$ cat src/design/atahp_pkg.sv
// Shared constants, carrier structs and mode helpers of the disk port.
// Assumes a single 100 MHz core clock and host pins already synchronous.
package atahp_pkg;

	// Core clock period and the timing figures that the port must honour.
	localparam int CLK_PERIOD_NS     = 10;
	localparam int IORDY_SETUP_NS    = 35;
	localparam int IORDY_MAX_LOW_NS  = 1250;
	localparam int HOST_MLI_NS       = 20;
	localparam int TRISTATE_SLOW_NS  = 30;
	localparam int TRISTATE_FAST_NS  = 20;

	// Least times round up, longest times round down; only the IORDY low limit is kept from going below one.
	localparam int IORDY_SETUP_CYC   =
		(IORDY_SETUP_NS + CLK_PERIOD_NS - 1) / CLK_PERIOD_NS;
	localparam int IORDY_MAX_LOW_CYC =
		(IORDY_MAX_LOW_NS / CLK_PERIOD_NS < 1) ? 1 :
		IORDY_MAX_LOW_NS / CLK_PERIOD_NS;
	localparam int HOST_MLI_CYC      =
		(HOST_MLI_NS + CLK_PERIOD_NS - 1) / CLK_PERIOD_NS;
	localparam int TRISTATE_SLOW_CYC = TRISTATE_SLOW_NS / CLK_PERIOD_NS;
	localparam int TRISTATE_FAST_CYC = TRISTATE_FAST_NS / CLK_PERIOD_NS;

	// Address of the 16-bit data register and mode boundaries.
	localparam logic [2:0] DATA_REG_ADDR      = 3'h0;
	localparam logic [2:0] PIO_IOCS16_LAST    = 3'h2;
	localparam logic [2:0] PIO_NO_IORDY_FIRST = 3'h5;
	localparam logic [15:0] RDATA_RESET       = 16'h0000;

	// Pins driven by the host controller.
	typedef struct packed {
		logic        cs0_n;
		logic        cs1_n;
		logic [2:0]  addr;
		logic        rd_n;
		logic        wr_n;
		logic        dmack_n;
		logic [15:0] wdata;
	} atahp_host_in_t;

	// Pins driven by this port; an _oe_n low means the pin is driven.
	typedef struct packed {
		logic [15:0] rdata;
		logic        data_oe_n;
		logic        iordy;
		logic        iordy_oe_n;
		logic        iocs16_n;
		logic        dmarq;
	} atahp_dev_out_t;

	// Register request towards the back end.
	typedef struct packed {
		logic        valid;
		logic        write;
		logic        width16;
		logic        cs1;
		logic [2:0]  addr;
		logic [15:0] wdata;
	} atahp_usr_req_t;

	typedef enum logic [1:0] {
		ST_IDLE = 2'b00,
		ST_WAIT = 2'b01,
		ST_HOLD = 2'b10,
		ST_DMA  = 2'b11
	} atahp_state_t;

	// Wait extension exists only below the fast PIO modes.
	function automatic logic atahp_has_iordy(input logic [2:0] m);
		return m < PIO_NO_IORDY_FIRST;
	endfunction

	// The 16-bit indication is valid only in PIO modes 0 to 2.
	function automatic logic atahp_has_iocs16(input logic [2:0] m);
		return m <= PIO_IOCS16_LAST;
	endfunction

endpackage

$ cat src/design/atahp_tmr.sv
// One-shot cycle counter used for the wait limit and the DMA interlock.
// Assumes start is a one-cycle pulse in the core clock domain.
`timescale 1ns/1ps
module atahp_tmr
	import atahp_pkg::*;
#(
	parameter int LIMIT = 2
) (
	input  wire logic core_clk,
	input  wire logic resetn,
	input  wire logic start,
	output logic      done
);
	localparam int W = $clog2(LIMIT + 1);

	typedef struct packed {
		logic [W-1:0] cnt;
		logic         done;
	} atahp_tmr_t;

	atahp_tmr_t s;
	atahp_tmr_t next_s;

	// Count up from a start pulse and flag when the limit is reached.
	always_comb begin
		next_s = s;
		if (start) begin
			next_s.cnt  = '0;
			next_s.done = (LIMIT == 0);
		end else if (!s.done) begin
			next_s.cnt  = s.cnt + W'(1);
			next_s.done = (next_s.cnt == W'(LIMIT));
		end
	end

	// Idle timer reads as expired after reset.
	always_ff @(posedge core_clk or negedge resetn) begin
		if (!resetn) begin
			s <= '{cnt: '0, done: 1'b1};
		end else begin
			s <= next_s;
		end
	end

	assign done = s.done;

endmodule

$ cat src/design/atahp_port.sv
// Device end of the parallel disk port: PIO cycles and multiword DMA.
// Assumes host pins are synchronous to core_clk and the back end answers
// register reads by raising usr_ready with usr_rdata valid.
`timescale 1ns/1ps
// Notes on behaviour
// - Transfers use all sixteen data bits or only the low eight.
// - Sixteen-bit indication driven only in PIO modes 0 to 2.
// - A wait happens only when IORDY is still low at sampling.
// - Read data is valid no later than IORDY reassertion after a wait; at the wait limit IORDY rises even with usr_ready low.
// - IORDY never stays low beyond 1250 ns within one PIO cycle.
// - PIO modes 5 and 6 have no wait; device never extends cycles.
// - Device works for any split of active and recovery time.
// - Device releases data within 30 ns, or 20 ns in fast modes.
// - Device may drop DMARQ to pause DMA and raise it to resume.
// - DMARQ falls within the bounded delay after a strobe; here it falls only when usr_dma_req drops or DMACK is released.
// - Interlocks wait for the partner; limited ones keep a minimum.
module atahp_port
	import atahp_pkg::*;
#(
	parameter int WAIT_LIMIT = IORDY_MAX_LOW_CYC - 1,
	parameter int MLI_LIMIT  = HOST_MLI_CYC
) (
	input  wire logic            core_clk,
	input  wire logic            resetn,
	input  wire logic [2:0]      pio_mode,
	input  wire atahp_host_in_t  host,
	output atahp_dev_out_t       dev,
	output atahp_usr_req_t       usr_req,
	input  wire logic            usr_ready,
	input  wire logic [15:0]     usr_rdata,
	input  wire logic            usr_dma_req,
	input  wire logic [15:0]     usr_dma_rdata,
	output logic                 dma_take,
	output logic                 dma_wr,
	output logic [15:0]          dma_wdata
);
	typedef struct packed {
		atahp_state_t   st;
		logic           rd_q;
		logic           wr_q;
		logic           dmack_q;
		logic           is_rd;
		logic           w16;
		logic [15:0]    wcap;
		atahp_dev_out_t dev;
		atahp_usr_req_t req;
		logic           dma_take;
		logic           dma_wr;
		logic [15:0]    dma_wdata;
	} atahp_core_t;

	atahp_core_t s;
	atahp_core_t next_s;
	logic        wait_done;
	logic        mli_done;
	logic        rd_fall;
	logic        wr_fall;
	logic        wr_up;
	logic        stb_up;
	logic        cs_sel;
	logic        sel16;
	logic        slow;
	logic        dmack_rise;
	logic        wait_start;

	// Strobe edges come from the pin against its value one cycle earlier.
	assign rd_fall    = s.rd_q && !host.rd_n;
	assign wr_fall    = s.wr_q && !host.wr_n;
	assign wr_up      = !s.wr_q && host.wr_n;
	assign stb_up     = (!s.rd_q && host.rd_n) || wr_up;
	assign dmack_rise = !s.dmack_q && host.dmack_n;
	assign cs_sel     = !host.cs0_n || !host.cs1_n;
	assign sel16      = !host.cs0_n && (host.addr == DATA_REG_ADDR);
	assign slow       = atahp_has_iordy(pio_mode);
	assign wait_start = (next_s.st == ST_WAIT) && (s.st != ST_WAIT);

	// Bounds the wait so IORDY cannot stay low past its limit.
	atahp_tmr #(
		.LIMIT (WAIT_LIMIT)
	) u_wait_tmr (
		.core_clk (core_clk),
		.resetn   (resetn),
		.start    (wait_start),
		.done     (wait_done)
	);

	// Keeps DMARQ down for the least interlock time after the host lets go.
	atahp_tmr #(
		.LIMIT (MLI_LIMIT)
	) u_mli_tmr (
		.core_clk (core_clk),
		.resetn   (resetn),
		.start    (dmack_rise),
		.done     (mli_done)
	);

	// Next-state logic for the whole port.
	always_comb begin
		next_s          = s;
		next_s.rd_q     = host.rd_n;
		next_s.wr_q     = host.wr_n;
		next_s.dmack_q  = host.dmack_n;
		next_s.req.valid = 1'b0;
		next_s.dma_take = 1'b0;
		next_s.dma_wr   = 1'b0;
		// The indication follows the address level, only in PIO modes 0 to 2.
		next_s.dev.iocs16_n = !(sel16 && atahp_has_iocs16(pio_mode));
		// In fast modes IORDY is released to the host's pull-up.
		next_s.dev.iordy_oe_n = !slow;
		if (!slow) begin
			next_s.dev.iordy = 1'b1;
		end
		// Write data is taken from the last cycle the strobe was low.
		if (!host.wr_n) begin
			next_s.wcap = host.wdata;
		end
		// Data bus is let go the cycle after the read strobe is seen high.
		if (host.rd_n) begin
			next_s.dev.data_oe_n = 1'b1;
		end
		case (s.st)
			ST_IDLE: begin
				if ((rd_fall || wr_fall) && !host.dmack_n) begin
					if (rd_fall) begin
						next_s.dev.rdata     = usr_dma_rdata;
						next_s.dev.data_oe_n = 1'b0;
						next_s.dma_take      = 1'b1;
					end
					next_s.st = ST_DMA;
				end else if ((rd_fall || wr_fall) && cs_sel) begin
					next_s.is_rd       = rd_fall;
					next_s.w16         = sel16;
					next_s.req.valid   = rd_fall;
					next_s.req.write   = wr_fall;
					next_s.req.width16 = sel16;
					next_s.req.cs1     = !host.cs1_n;
					next_s.req.addr    = host.addr;
					next_s.dev.data_oe_n = !rd_fall;
					// Pull IORDY low at once; a fast answer lifts it
					// before the host samples, so no wait results.
					if (slow) begin
						next_s.dev.iordy = 1'b0;
					end
					next_s.st = ST_WAIT;
				end
			end
			ST_WAIT: begin
				if (stb_up) begin
					// Host ended the cycle on its own timing.
					next_s.dev.iordy = 1'b1;
					next_s.req.valid = !s.is_rd;
					next_s.req.wdata = next_s.wcap;
					next_s.st        = ST_IDLE;
				end else if ((usr_ready && !s.req.valid) || wait_done) begin
					// Data and IORDY rise on the same edge.
					if (s.is_rd) begin
						next_s.dev.rdata = s.w16 ? usr_rdata :
							{8'h00, usr_rdata[7:0]};
					end
					next_s.dev.iordy = 1'b1;
					next_s.st        = ST_HOLD;
				end
			end
			ST_HOLD: begin
				if (stb_up) begin
					next_s.req.valid = !s.is_rd;
					next_s.req.wdata = next_s.wcap;
					next_s.st        = ST_IDLE;
				end
			end
			ST_DMA: begin
				if (rd_fall) begin
					next_s.dev.rdata     = usr_dma_rdata;
					next_s.dev.data_oe_n = 1'b0;
					next_s.dma_take      = 1'b1;
				end
				if (wr_up) begin
					next_s.dma_wr    = 1'b1;
					next_s.dma_wdata = s.wcap;
				end
				if (host.dmack_n && host.rd_n && host.wr_n) begin
					next_s.st = ST_IDLE;
				end
			end
			default: begin
				next_s.st = ST_IDLE;
			end
		endcase
		// Request follows the back end; the interlock holds it down.
		next_s.dev.dmarq = usr_dma_req && mli_done
			&& !dmack_rise;
	end

	// Registers the port state held in s, outputs included; the two timers and low_cnt keep their own registers.
	always_ff @(posedge core_clk or negedge resetn) begin
		if (!resetn) begin
			s <= '{st: ST_IDLE, rd_q: 1'b1, wr_q: 1'b1, dmack_q: 1'b1,
				is_rd: 1'b0, w16: 1'b0, wcap: RDATA_RESET,
				dev: '{rdata: RDATA_RESET, data_oe_n: 1'b1, iordy: 1'b1,
					iordy_oe_n: 1'b1, iocs16_n: 1'b1, dmarq: 1'b0},
				req: '0, dma_take: 1'b0, dma_wr: 1'b0,
				dma_wdata: RDATA_RESET};
		end else begin
			s <= next_s;
		end
	end

	assign dev       = s.dev;
	assign usr_req   = s.req;
	assign dma_take  = s.dma_take;
	assign dma_wr    = s.dma_wr;
	assign dma_wdata = s.dma_wdata;

	// Helper: run length of IORDY held low.
	logic [7:0] low_cnt;
	always_ff @(posedge core_clk or negedge resetn) begin
		if (!resetn) begin
			low_cnt <= 8'h00;
		end else begin
			low_cnt <= s.dev.iordy ? 8'h00 : low_cnt + 8'h01;
		end
	end
endmodule

$ cat config.mk
export PLATFORM = sky130hd
export DESIGN_NAME = atahp_port
export DESIGN_NICKNAME = d
export VERILOG_FILES = /design/src/design/atahp_pkg.sv /design/src/design/atahp_tmr.sv /design/src/design/atahp_port.sv
export SDC_FILE = /design/constraint.sdc
export NUM_CORES = 1
export LEC_CHECK = 0
export ABC_CLOCK_PERIOD_IN_PS = 2440
export BUFFER_PORTS_ARGS = -buffer_cell sky130_fd_sc_hd__buf_4
export CAP_MARGIN = 20
export CORE_MARGIN = 2
export CORE_UTILIZATION = 45
export DETAILED_ROUTE_END_ITERATION = 10
export MAX_ROUTING_LAYER = met4
export PLACE_DENSITY_LB_ADDON = 0.3
export SYNTH_ARGS = -nofsm -noshare
export SYNTH_HDL_FRONTEND = slang
export SYNTH_SLANG_ARGS = --single-unit
$ cat constraint.sdc
create_clock -name core_clk -period 2.44 [get_ports core_clk]
set_input_delay 0.488 -clock core_clk [delete_from_list [all_inputs] [get_ports core_clk]]
set_output_delay 0.488 -clock core_clk [all_outputs]
set_load 0.1 [all_outputs]
## Word level (Yosys, flattened, before mapping)

Cells that the tools add are included.

| cells by class | value |
|---|---|
| add/sub/neg operators | 2 |
| magnitude comparators | 2 |
| equality and inequality tests | 13 |
| multiplexer cells | 38 |
| bitwise operators | 1 |
| reduce and logical (&&, ||, !) cells | 41 |

Operators by type and width:

| operator | count |
|---|---|
| $mux W16 | 6 |
| $mux W17 | 3 |
| $pmux W16 S3 | 1 |
| $mux W8 | 2 |
| $logic_and A1 B1 Y1 | 15 |
| $logic_not A1 Y1 | 14 |
| $mux W2 | 7 |
| $mux W7 | 2 |
| $mux W1 | 10 |
| $ne A2 B2 Y1 const B | 5 |
| $pmux W1 S2 | 4 |
| $pmux W2 S4 | 1 |
| $add A7 B1 Y7 const B | 1 |
| $eq A7 B7 Y1 const B | 1 |
| $eq A2 B2 Y1 const B | 3 |
| $mux W3 | 2 |
| $reduce_and A5 Y1 | 1 |
| $eq A2 B1 Y1 const B | 2 |
| $logic_or A1 B1 Y1 | 4 |
| $ne A2 B1 Y1 const B | 2 |
| $reduce_and A2 Y1 | 2 |
| $le A3 B2 Y1 const B | 1 |
| $logic_not A3 Y1 | 1 |
| $lt A3 B3 Y1 const B | 1 |
| 6 further kinds | 6 |

| word-level totals | value |
|---|---|
| flip-flop bits (word level) | 95 |
| bits of input ports | 63 |
| logic and storage cells | 122 |

## Logic depth before layout (Yosys ltp)

Gate-level depths: netlist of run 1.

| depth | value |
|---|---|
| word-level depth | 10 |
| gate-level depth with buffers | 8 |

## Cells and area by module

Synthesis of run 1 repeated with hierarchy kept, for this count alone.

| second synthesis, totals | value |
|---|---|
| cell total of the unflattened synthesis | 374 |
| area total of the unflattened synthesis | 4594.4 µm² |

Modules (own cells, without submodules):

| module | times used | cells an instance | area an instance (µm²) | sequential area each (µm²) |
|---|---|---|---|---|
| atahp_port | 1 | 326 | 4060.1 | 2110.8 |
| atahp_tmr (u_wait_tmr) | 1 | 37 | 407.9 | 201.4 |
| atahp_tmr (u_mli_tmr) | 1 | 11 | 126.4 | 76.3 |

## Worst setup path before layout of run 1

No wires, ideal clock.

| timing path | value |
|---|---|
| path kind | flip-flop to flip-flop |
| start point | register s[84] in the netlist's numbering |
| end point | register u_wait_tmr.s[1] in the netlist's numbering |
| library setup time | 139 ps |
| data arrival time | 1746 ps |
| required time | 2301 ps |
| slack | 555 ps |
| stages on the path, launching flop included | 9 |
| path buffers | 1 |
| period minus slack after synthesis | 1885 ps |
| cell sequence | dfrtp_1 > inv_1 > ha_1 > clkbuf_2 > inv_1 > and4_1 > o211ai_1 > a2111oi_4 > nor2_1 |

| on the way | value |
|---|---|
| longest elaborated chain between the ends | 6 |
| elaborated cells between the ends (all ways) | 16 |

Ends and longest elaborated chain:

| item | RTL line | text |
|---|---|---|
| start: declaration | atahp_port.sv:52 | `atahp_core_t s;` |
| start signal: assignment | atahp_port.sv:197 | `s <= '{st: ST_IDLE, rd_q: 1'b1, wr_q: 1'b1, dmack_q: 1'b1,` |
| start signal: assignment | atahp_port.sv:204 | `s <= next_s;` |
| $mux W2 (on tied branches) | atahp_port.sv:154, atahp_port.sv:130 |  |
| $mux W2 (on tied branches) | atahp_port.sv:148, atahp_port.sv:123 |  |
| $pmux W2 S4 | atahp_port.sv:121 | `case (s.st)` |
| $eq A2 B1 Y1 | atahp_port.sv:75 | `assign wait_start = (next_s.st == ST_WAIT) && (s.st != ST_WAIT);` |
| $logic_and A1 B1 Y1 * | atahp_port.sv:75 |  |
| $ne A2 B1 Y1 (no line) or $mux W8 (tied branches) | - |  |
| end signal: assignment | atahp_tmr.sv:39 | `s <= '{cnt: '0, done: 1'b1};` |
| end signal: assignment | atahp_tmr.sv:41 | `s <= next_s;` |
| end: declaration | atahp_tmr.sv:21 | `atahp_tmr_t s;` |

Every way passes the cells marked *; elsewhere a longest branch is shown, timed or not.
A chain may end at the register's enable or synchronous reset.

## Worst setup path after layout of run 1

Ends and elaborated chain as after synthesis.

==> results of run 1 <==
[worst min-delay path by stage]
stage / to / cells past startpoint / startpoint
floorplan: dev[0]$_DFF_PN0_ / 0 / resetn
global placement: dma_wdata[11]$_DFFE_PN0P_ / 2 / s[73]$_DFF_PN0_
detailed placement: dma_wdata[10]$_DFFE_PN0P_ / 2 / s[72]$_DFF_PN0_
CTS: dma_wdata[1]$_DFFE_PN0P_ / 1 / resetn
global route: dma_wdata[1]$_DFFE_PN0P_ / 1 / resetn
finish: dma_wdata[1]$_DFFE_PN0P_ / 1 / resetn
[state kept, by name (all words and copies together) (netlist names)]
| name | cells |
|---|---|
| u_wait_tmr.s | 7 |
| usr_req | 23 |
| u_mli_tmr.s | 2 |
| dma_wr | 1 |
| dma_take | 1 |
| dev | 21 |
| dma_wdata | 16 |
| u_wait_tmr.done | 1 |
| u_mli_tmr.done | 1 |
| s | 22 |
[per-stage QoR]
stage	area (um2)	hold slack [ns]	cells	setup slack, ns	util (%)
6_report	5279	0.09857	613	0.3067	54.76
5_1_grt	5279	0.1171	613	0.1124	54.76
4_1_cts	5279	0.1075	613	0.3164	54.76
3_5_place_dp	5104	0.4502	597	0.2521	52.95
3_3_place_gp	5104	0.4428	597	0.2717	52.95
2_1_floorplan	4428	0.1924	404	0.5553	-
[critical path, stage by stage, from the launching register on]
cell and delay, ns:
dfrtp_1 0.43, inv_1 0.12, ha_1 0.30, inv_1 0.15, and4_1 0.19, o211ai_1 0.16
a2111oi_4 0.54, nor2_1 0.10
[per-layer routing]
| layer | track usage (%) | wire, um |
|---|---|---|
| met1 | 22.77 | 3834 |
| met2 | 27.57 | 4343 |
| met3 | 3.360 | 399 |
| met4 | 7.287 | 180 |
| met5 | - | 0 |
[logic make-up after synthesis]
kind of cell	count (synthesis)	synth area share, %
flip-flops	95	53.94
AND/OR/NAND/NOR	121	12.09
adder cells (fa/ha/maj)	6	1.695
multiplexers	37	9.381
buffers and inverters	80	12.21
AO/OA/AOI/OAI	58	9.297
XOR/XNOR	7	1.385
[area by class of cell]
| class | count | area, um2 | share of cell area (%) |
|---|---|---|---|
| Tap cell | 133 | 166.4 | 3.152 |
| Sequential cell | 95 | 2389 | 45.25 |
| Inverter | 7 | 26.28 | 0.4977 |
| Clock inverter | 5 | 33.78 | 0.6400 |
| Timing Repair Buffer | 133 | 1023 | 19.39 |
| Multi-Input combinational cell | 229 | 1499 | 28.40 |
| Clock buffer | 11 | 141.4 | 2.678 |
[cells in the mapped netlist, types with 5 or more instances]
master / number
nor2_1: 22
o21ai_1: 5
buf_4: 60
inv_1: 6
dfrtp_1: 86
mux2_2: 36
ha_1: 6
buf_2: 5
dfstp_2: 9
a22oi_1: 16
clkbuf_1: 5
a21oi_1: 6
nand2_1: 75
o21ai_0: 15
==> flow_metrics.env, run 1 <==
export IMPL_cts_setup_buffers=0
export IMPL_postRouteAntennaNets=0
export IMPL_ys_ff_latch=95
export IMPL_viasPerCell=4.840
export IMPL_ctsHoldBuffers=0
export IMPL_globalRoute_totalOverflow=0
export IMPL_synthesis_area_um2=4428
export IMPL_critPathArrivalTime_ns=2.35
export IMPL_post_route_period_util_pct=87.43
export IMPL_finalSetupViolations=0
export IMPL_initial_utilization_pct=45.94
export IMPL_hold_path_class="in -> async"
export IMPL_drt_pre_antenna_iters=4
export IMPL_antenna_found_initial=0
export IMPL_hpwlAfterDp_um=6476
export IMPL_grt_max_degree=40
export IMPL_tightestPinTransition_ns=0.5575
export IMPL_worst_path_max_fanout=8
export IMPL_endpoint="u_wait_tmr.s[1]$_DFFE_PN0P_"
export IMPL_setup_worst_path_start_class="flip-flop"
export IMPL_drc_errors=0
export IMPL_status="finished clean"
export IMPL_rsz0062_at_grt="no"
export IMPL_track_usage_pct=17.65
export IMPL_layout_commonest_cell="buf_4"
export IMPL_critical_path_class="reg -> reg"
export IMPL_reg2reg_from="s[84]$_DFF_PN0_"
export IMPL_slew_headroom_pct=62.60
export IMPL_synth_nets=473
export IMPL_fmax_ghz=0.4687
export IMPL_cap_violations=0
export IMPL_synth_cell_types=47
export IMPL_ys_warn_count=0
export IMPL_fp_row_count=36
export IMPL_cts_resized_gates=0
export IMPL_synth_top_area_share_pct=48.60
export IMPL_fin_crit_ns=2.133
export IMPL_path_clk_slew_ns=0.09
export IMPL_r2r_slack_ns=0.31
export IMPL_numCtsBuffers=9
export IMPL_drtIter0Drc=111
export IMPL_cts_tree="built"
export IMPL_grt_pass1_wl_um=14050
export IMPL_synth_largest_area_cell="dfrtp_1"
export IMPL_io_buffer_count=124
export IMPL_fillers=887
export IMPL_root_buffer="clkbuf_8"
export IMPL_syn_to_final_growth_pct=19.21
export IMPL_finalNetCount=544
export IMPL_hold_violations=0
export IMPL_cp_required_ns=2.66
export IMPL_synth_edf_count=0
export IMPL_cts_max_path_buffers=2
export IMPL_io_pins=125
export IMPL_die_x_um=103.2
export IMPL_wl_per_cell_um=14.29
export IMPL_drive_gt1_share_pct=41.46
export IMPL_synthTopCellsByArea="dfrtp_1 49%, buf_4 10%, mux2_2 9.2%"
export IMPL_die_height_um=103.2
export IMPL_syn_inst=404
export IMPL_r2r_end="u_wait_tmr.s[1]$_DFFE_PN0P_"
export IMPL_final_cell_mix="131 x buf_4, 86 x dfrtp_1, 75 x nand2_1"
export IMPL_htree_levels=3
export IMPL_antenna_cells=0
export IMPL_grt_pass1_vias=2909
export IMPL_core_um2=9639
export IMPL_clock_sinks=95
export IMPL_place_congestion=0.8421
export IMPL_timing_critical_path_from="s[84]$_DFF_PN0_"
export IMPL_vias=2967
export IMPL_finClkSkew_ns=0.008666
export IMPL_final_max_slew_viol_count=0
export IMPL_synth_seq_area_share_pct=53.94
export IMPL_clk_latency_ns=0.35
export IMPL_die_area_um2=10650
export IMPL_reg2regPathDepth=7
export IMPL_avgSynthCellArea_um2=10.96
export IMPL_wirelength_um=8758
export IMPL_synth_ff_type="dfrtp_1"
export IMPL_end_kind="flip-flop"
export IMPL_tns_ns=0
export IMPL_synthArstFlopShare_pct=100.0
Power of run 1 is not shown: default switching activity piles up to over one toggle a cycle in this logic, so the estimate is an artifact.
==> run 2, diff against run 1 <==
--- a/config.mk
+++ b/config.mk
@@ -8,8 +8,10 @@
 export ABC_CLOCK_PERIOD_IN_PS = 2440
 export BUFFER_PORTS_ARGS = -buffer_cell sky130_fd_sc_hd__buf_4
 export CAP_MARGIN = 20
+export CELL_PAD_IN_SITES_DETAIL_PLACEMENT = 2
+export CELL_PAD_IN_SITES_GLOBAL_PLACEMENT = 2
 export CORE_MARGIN = 2
-export CORE_UTILIZATION = 45
+export CORE_UTILIZATION = 32
 export DETAILED_ROUTE_END_ITERATION = 10
 export MAX_ROUTING_LAYER = met4
 export PLACE_DENSITY_LB_ADDON = 0.3
==> run 2 against run 1 <==
Core utilization is 14 points lower. Final cell count rose by 7.0%. Sequential share of layout area decreased by 1.6 points. Sequential cell count unchanged. Largest cell class unchanged. Highest routed layer unchanged.
==> flow_metrics.env, run 2 (synthesized netlist as in run 1, its figures left out) <==
export IMPL_status="finished clean"
export IMPL_grt_pass1_wl_um=18080
export IMPL_drtIter0Drc=115
export IMPL_place_congestion=0.7810
export IMPL_seq_area_um2=2389
export IMPL_cts_setup_buffers=0
export IMPL_fillers=1398
export IMPL_path_clk_slew_ns=0.07
export IMPL_core_um2=13400
export IMPL_place_inst=640
export IMPL_finalSetupViolations=0
export IMPL_grt_pass1_vias=3475
export IMPL_hpwlAfterDp_um=8215
export IMPL_crit_chain="inv_1 > ha_1 > inv_1 > a31oi_1 > a21oi_1 > a2111oi_4 > nor2_1"
export IMPL_numCtsBuffers=9
export IMPL_grt_max_degree=39
export IMPL_worst_path_max_fanout=8
export IMPL_drc_errors=0
export IMPL_die_height_um=121.6
export IMPL_vias=3064
export IMPL_clock_sinks=95
export IMPL_wl_per_cell_um=16.88
export IMPL_finClkSkew_ns=0.008802
export IMPL_syn_to_final_growth_pct=23.54
export IMPL_cap_violations=0
export IMPL_final_cell_mix="132 x buf_4, 86 x dfrtp_1, 75 x nand2_1"
export IMPL_end_kind="flip-flop"
export IMPL_hold_violations=0
export IMPL_drt_pre_antenna_iters=4
export IMPL_final_cells=656
export IMPL_critical_path_class="reg -> reg"
export IMPL_reg2regPathDepth=7
export IMPL_tns_ns=0
export IMPL_globalRoute_totalOverflow=0
export IMPL_fin_crit_ns=2.207
export IMPL_die_area_um2=14790
export IMPL_critPathArrivalTime_ns=2.41
export IMPL_wirelength_um=11070
export IMPL_utilization_pct=40.82
export IMPL_post_route_period_util_pct=90.46
export IMPL_critPathMaxStageDelay_ns=0.53
export IMPL_root_buffer="clkbuf_16"
export IMPL_final_max_slew_viol_count=0
export IMPL_viasPerCell=4.671
export IMPL_timing_critical_path_from="s[84]$_DFF_PN0_"
export IMPL_antenna_cells=0
export IMPL_fp_row_count=42
export IMPL_layout_commonest_cell="buf_4"
export IMPL_cp_num_buf_inv=2
export IMPL_largest_register_ffs=23
export IMPL_worst_path_dominant_cell_family="compound AO/OA/AOI/OAI gates"
export IMPL_drive_gt1_share_pct=41.25
export IMPL_r2r_slack_ns=0.23
export IMPL_ctsHoldBuffers=0
export IMPL_cp_slowest_cell="a2111oi_4"
export IMPL_crit_cells=7
export IMPL_slew_headroom_pct=63.02
export IMPL_postRouteAntennaNets=0
export IMPL_hold_path_class="in -> async"
export IMPL_cts_tree="built"
export IMPL_tightestPinTransition_ns=0.5512
export IMPL_endpoint="u_wait_tmr.s[1]$_DFFE_PN0P_"
export IMPL_antenna_found_initial=0
export IMPL_io_buffer_count=124
export IMPL_fmax_ghz=0.4531
export IMPL_finalNetCount=544
export IMPL_cts_resized_gates=0
export IMPL_io_pins=125
export IMPL_track_usage_pct=16.42
export IMPL_htree_levels=3
export IMPL_cp_common_cell="inv_1"
export IMPL_reg2reg_from="s[84]$_DFF_PN0_"
export IMPL_rsz0062_at_grt="no"
export IMPL_cts_max_path_buffers=2
export IMPL_multi_input_area_um2=1499
export IMPL_r2r_end="u_wait_tmr.s[1]$_DFFE_PN0P_"
export IMPL_initial_utilization_pct=33.04
export IMPL_clk_latency_ns=0.35
export IMPL_die_x_um=121.6
export IMPL_setup_worst_path_start_class="flip-flop"
export IMPL_cp_required_ns=2.64
## run 2: changes by cell type in the layout (fill, tap and decap cells not counted)
cell / previous run / this run
buf_12: 2 / 1
buf_4: 131 / 132
bufinv_16: 0 / 2
clkbuf_1: 1 / 2
clkbuf_16: 0 / 9
clkbuf_8: 10 / 2
clkinv_2: 2 / 1
clkinv_4: 1 / 0
clkinvlp_4: 2 / 0
## run 2: worst min path at each step
stage | start | end | slack (ns)
floorplan | resetn | dev[0]$_DFF_PN0_ | 0.19
global placement | s[72]$_DFF_PN0_ | dma_wdata[10]$_DFFE_PN0P_ | 0.44
detailed placement | s[68]$_DFF_PN0_ | dma_wdata[6]$_DFFE_PN0P_ | 0.45
CTS | resetn | dma_wdata[0]$_DFFE_PN0P_ | 0.12
global route | resetn | usr_req[3]$_DFFE_PN0P_ | 0.14
finish | resetn | usr_req[0]$_DFFE_PN0P_ | 0.11
## run 2: final cells by class
class / instances / area share (%)
clock buffers: 13 / 4.758
repair buffers: 133 / 18.48
flip-flops and latches: 95 / 43.66
clock inverters: 3 / 1.189
multi-input cells: 229 / 27.40
well taps: 176 / 4.026
inverters: 7 / 0.4803
## run 2: stage by stage
step	setup slack, ns	hold WS, ns	area, um2
floorplan	0.5553	0.1924	4428
finish	0.2328	0.1086	5470
global route	0.01520	0.1389	5470
CTS	0.2084	0.1168	5470
global placement	0.4015	0.4417	5145
detailed placement	0.2285	0.4542	5145
## run 2: layer usage
layer | wire length [um] | vias to the layer above | GRT usage, %
met5 | 0 | - | -
met4 | 113 | 0 | 4.167
met3 | 566 | 10 | 5.009
met2 | 5858 | 62 | 28.09
met1 | 4533 | 1551 | 18.88
li1 | - | 1441 | -
Power of run 2 is left out for the same reason.
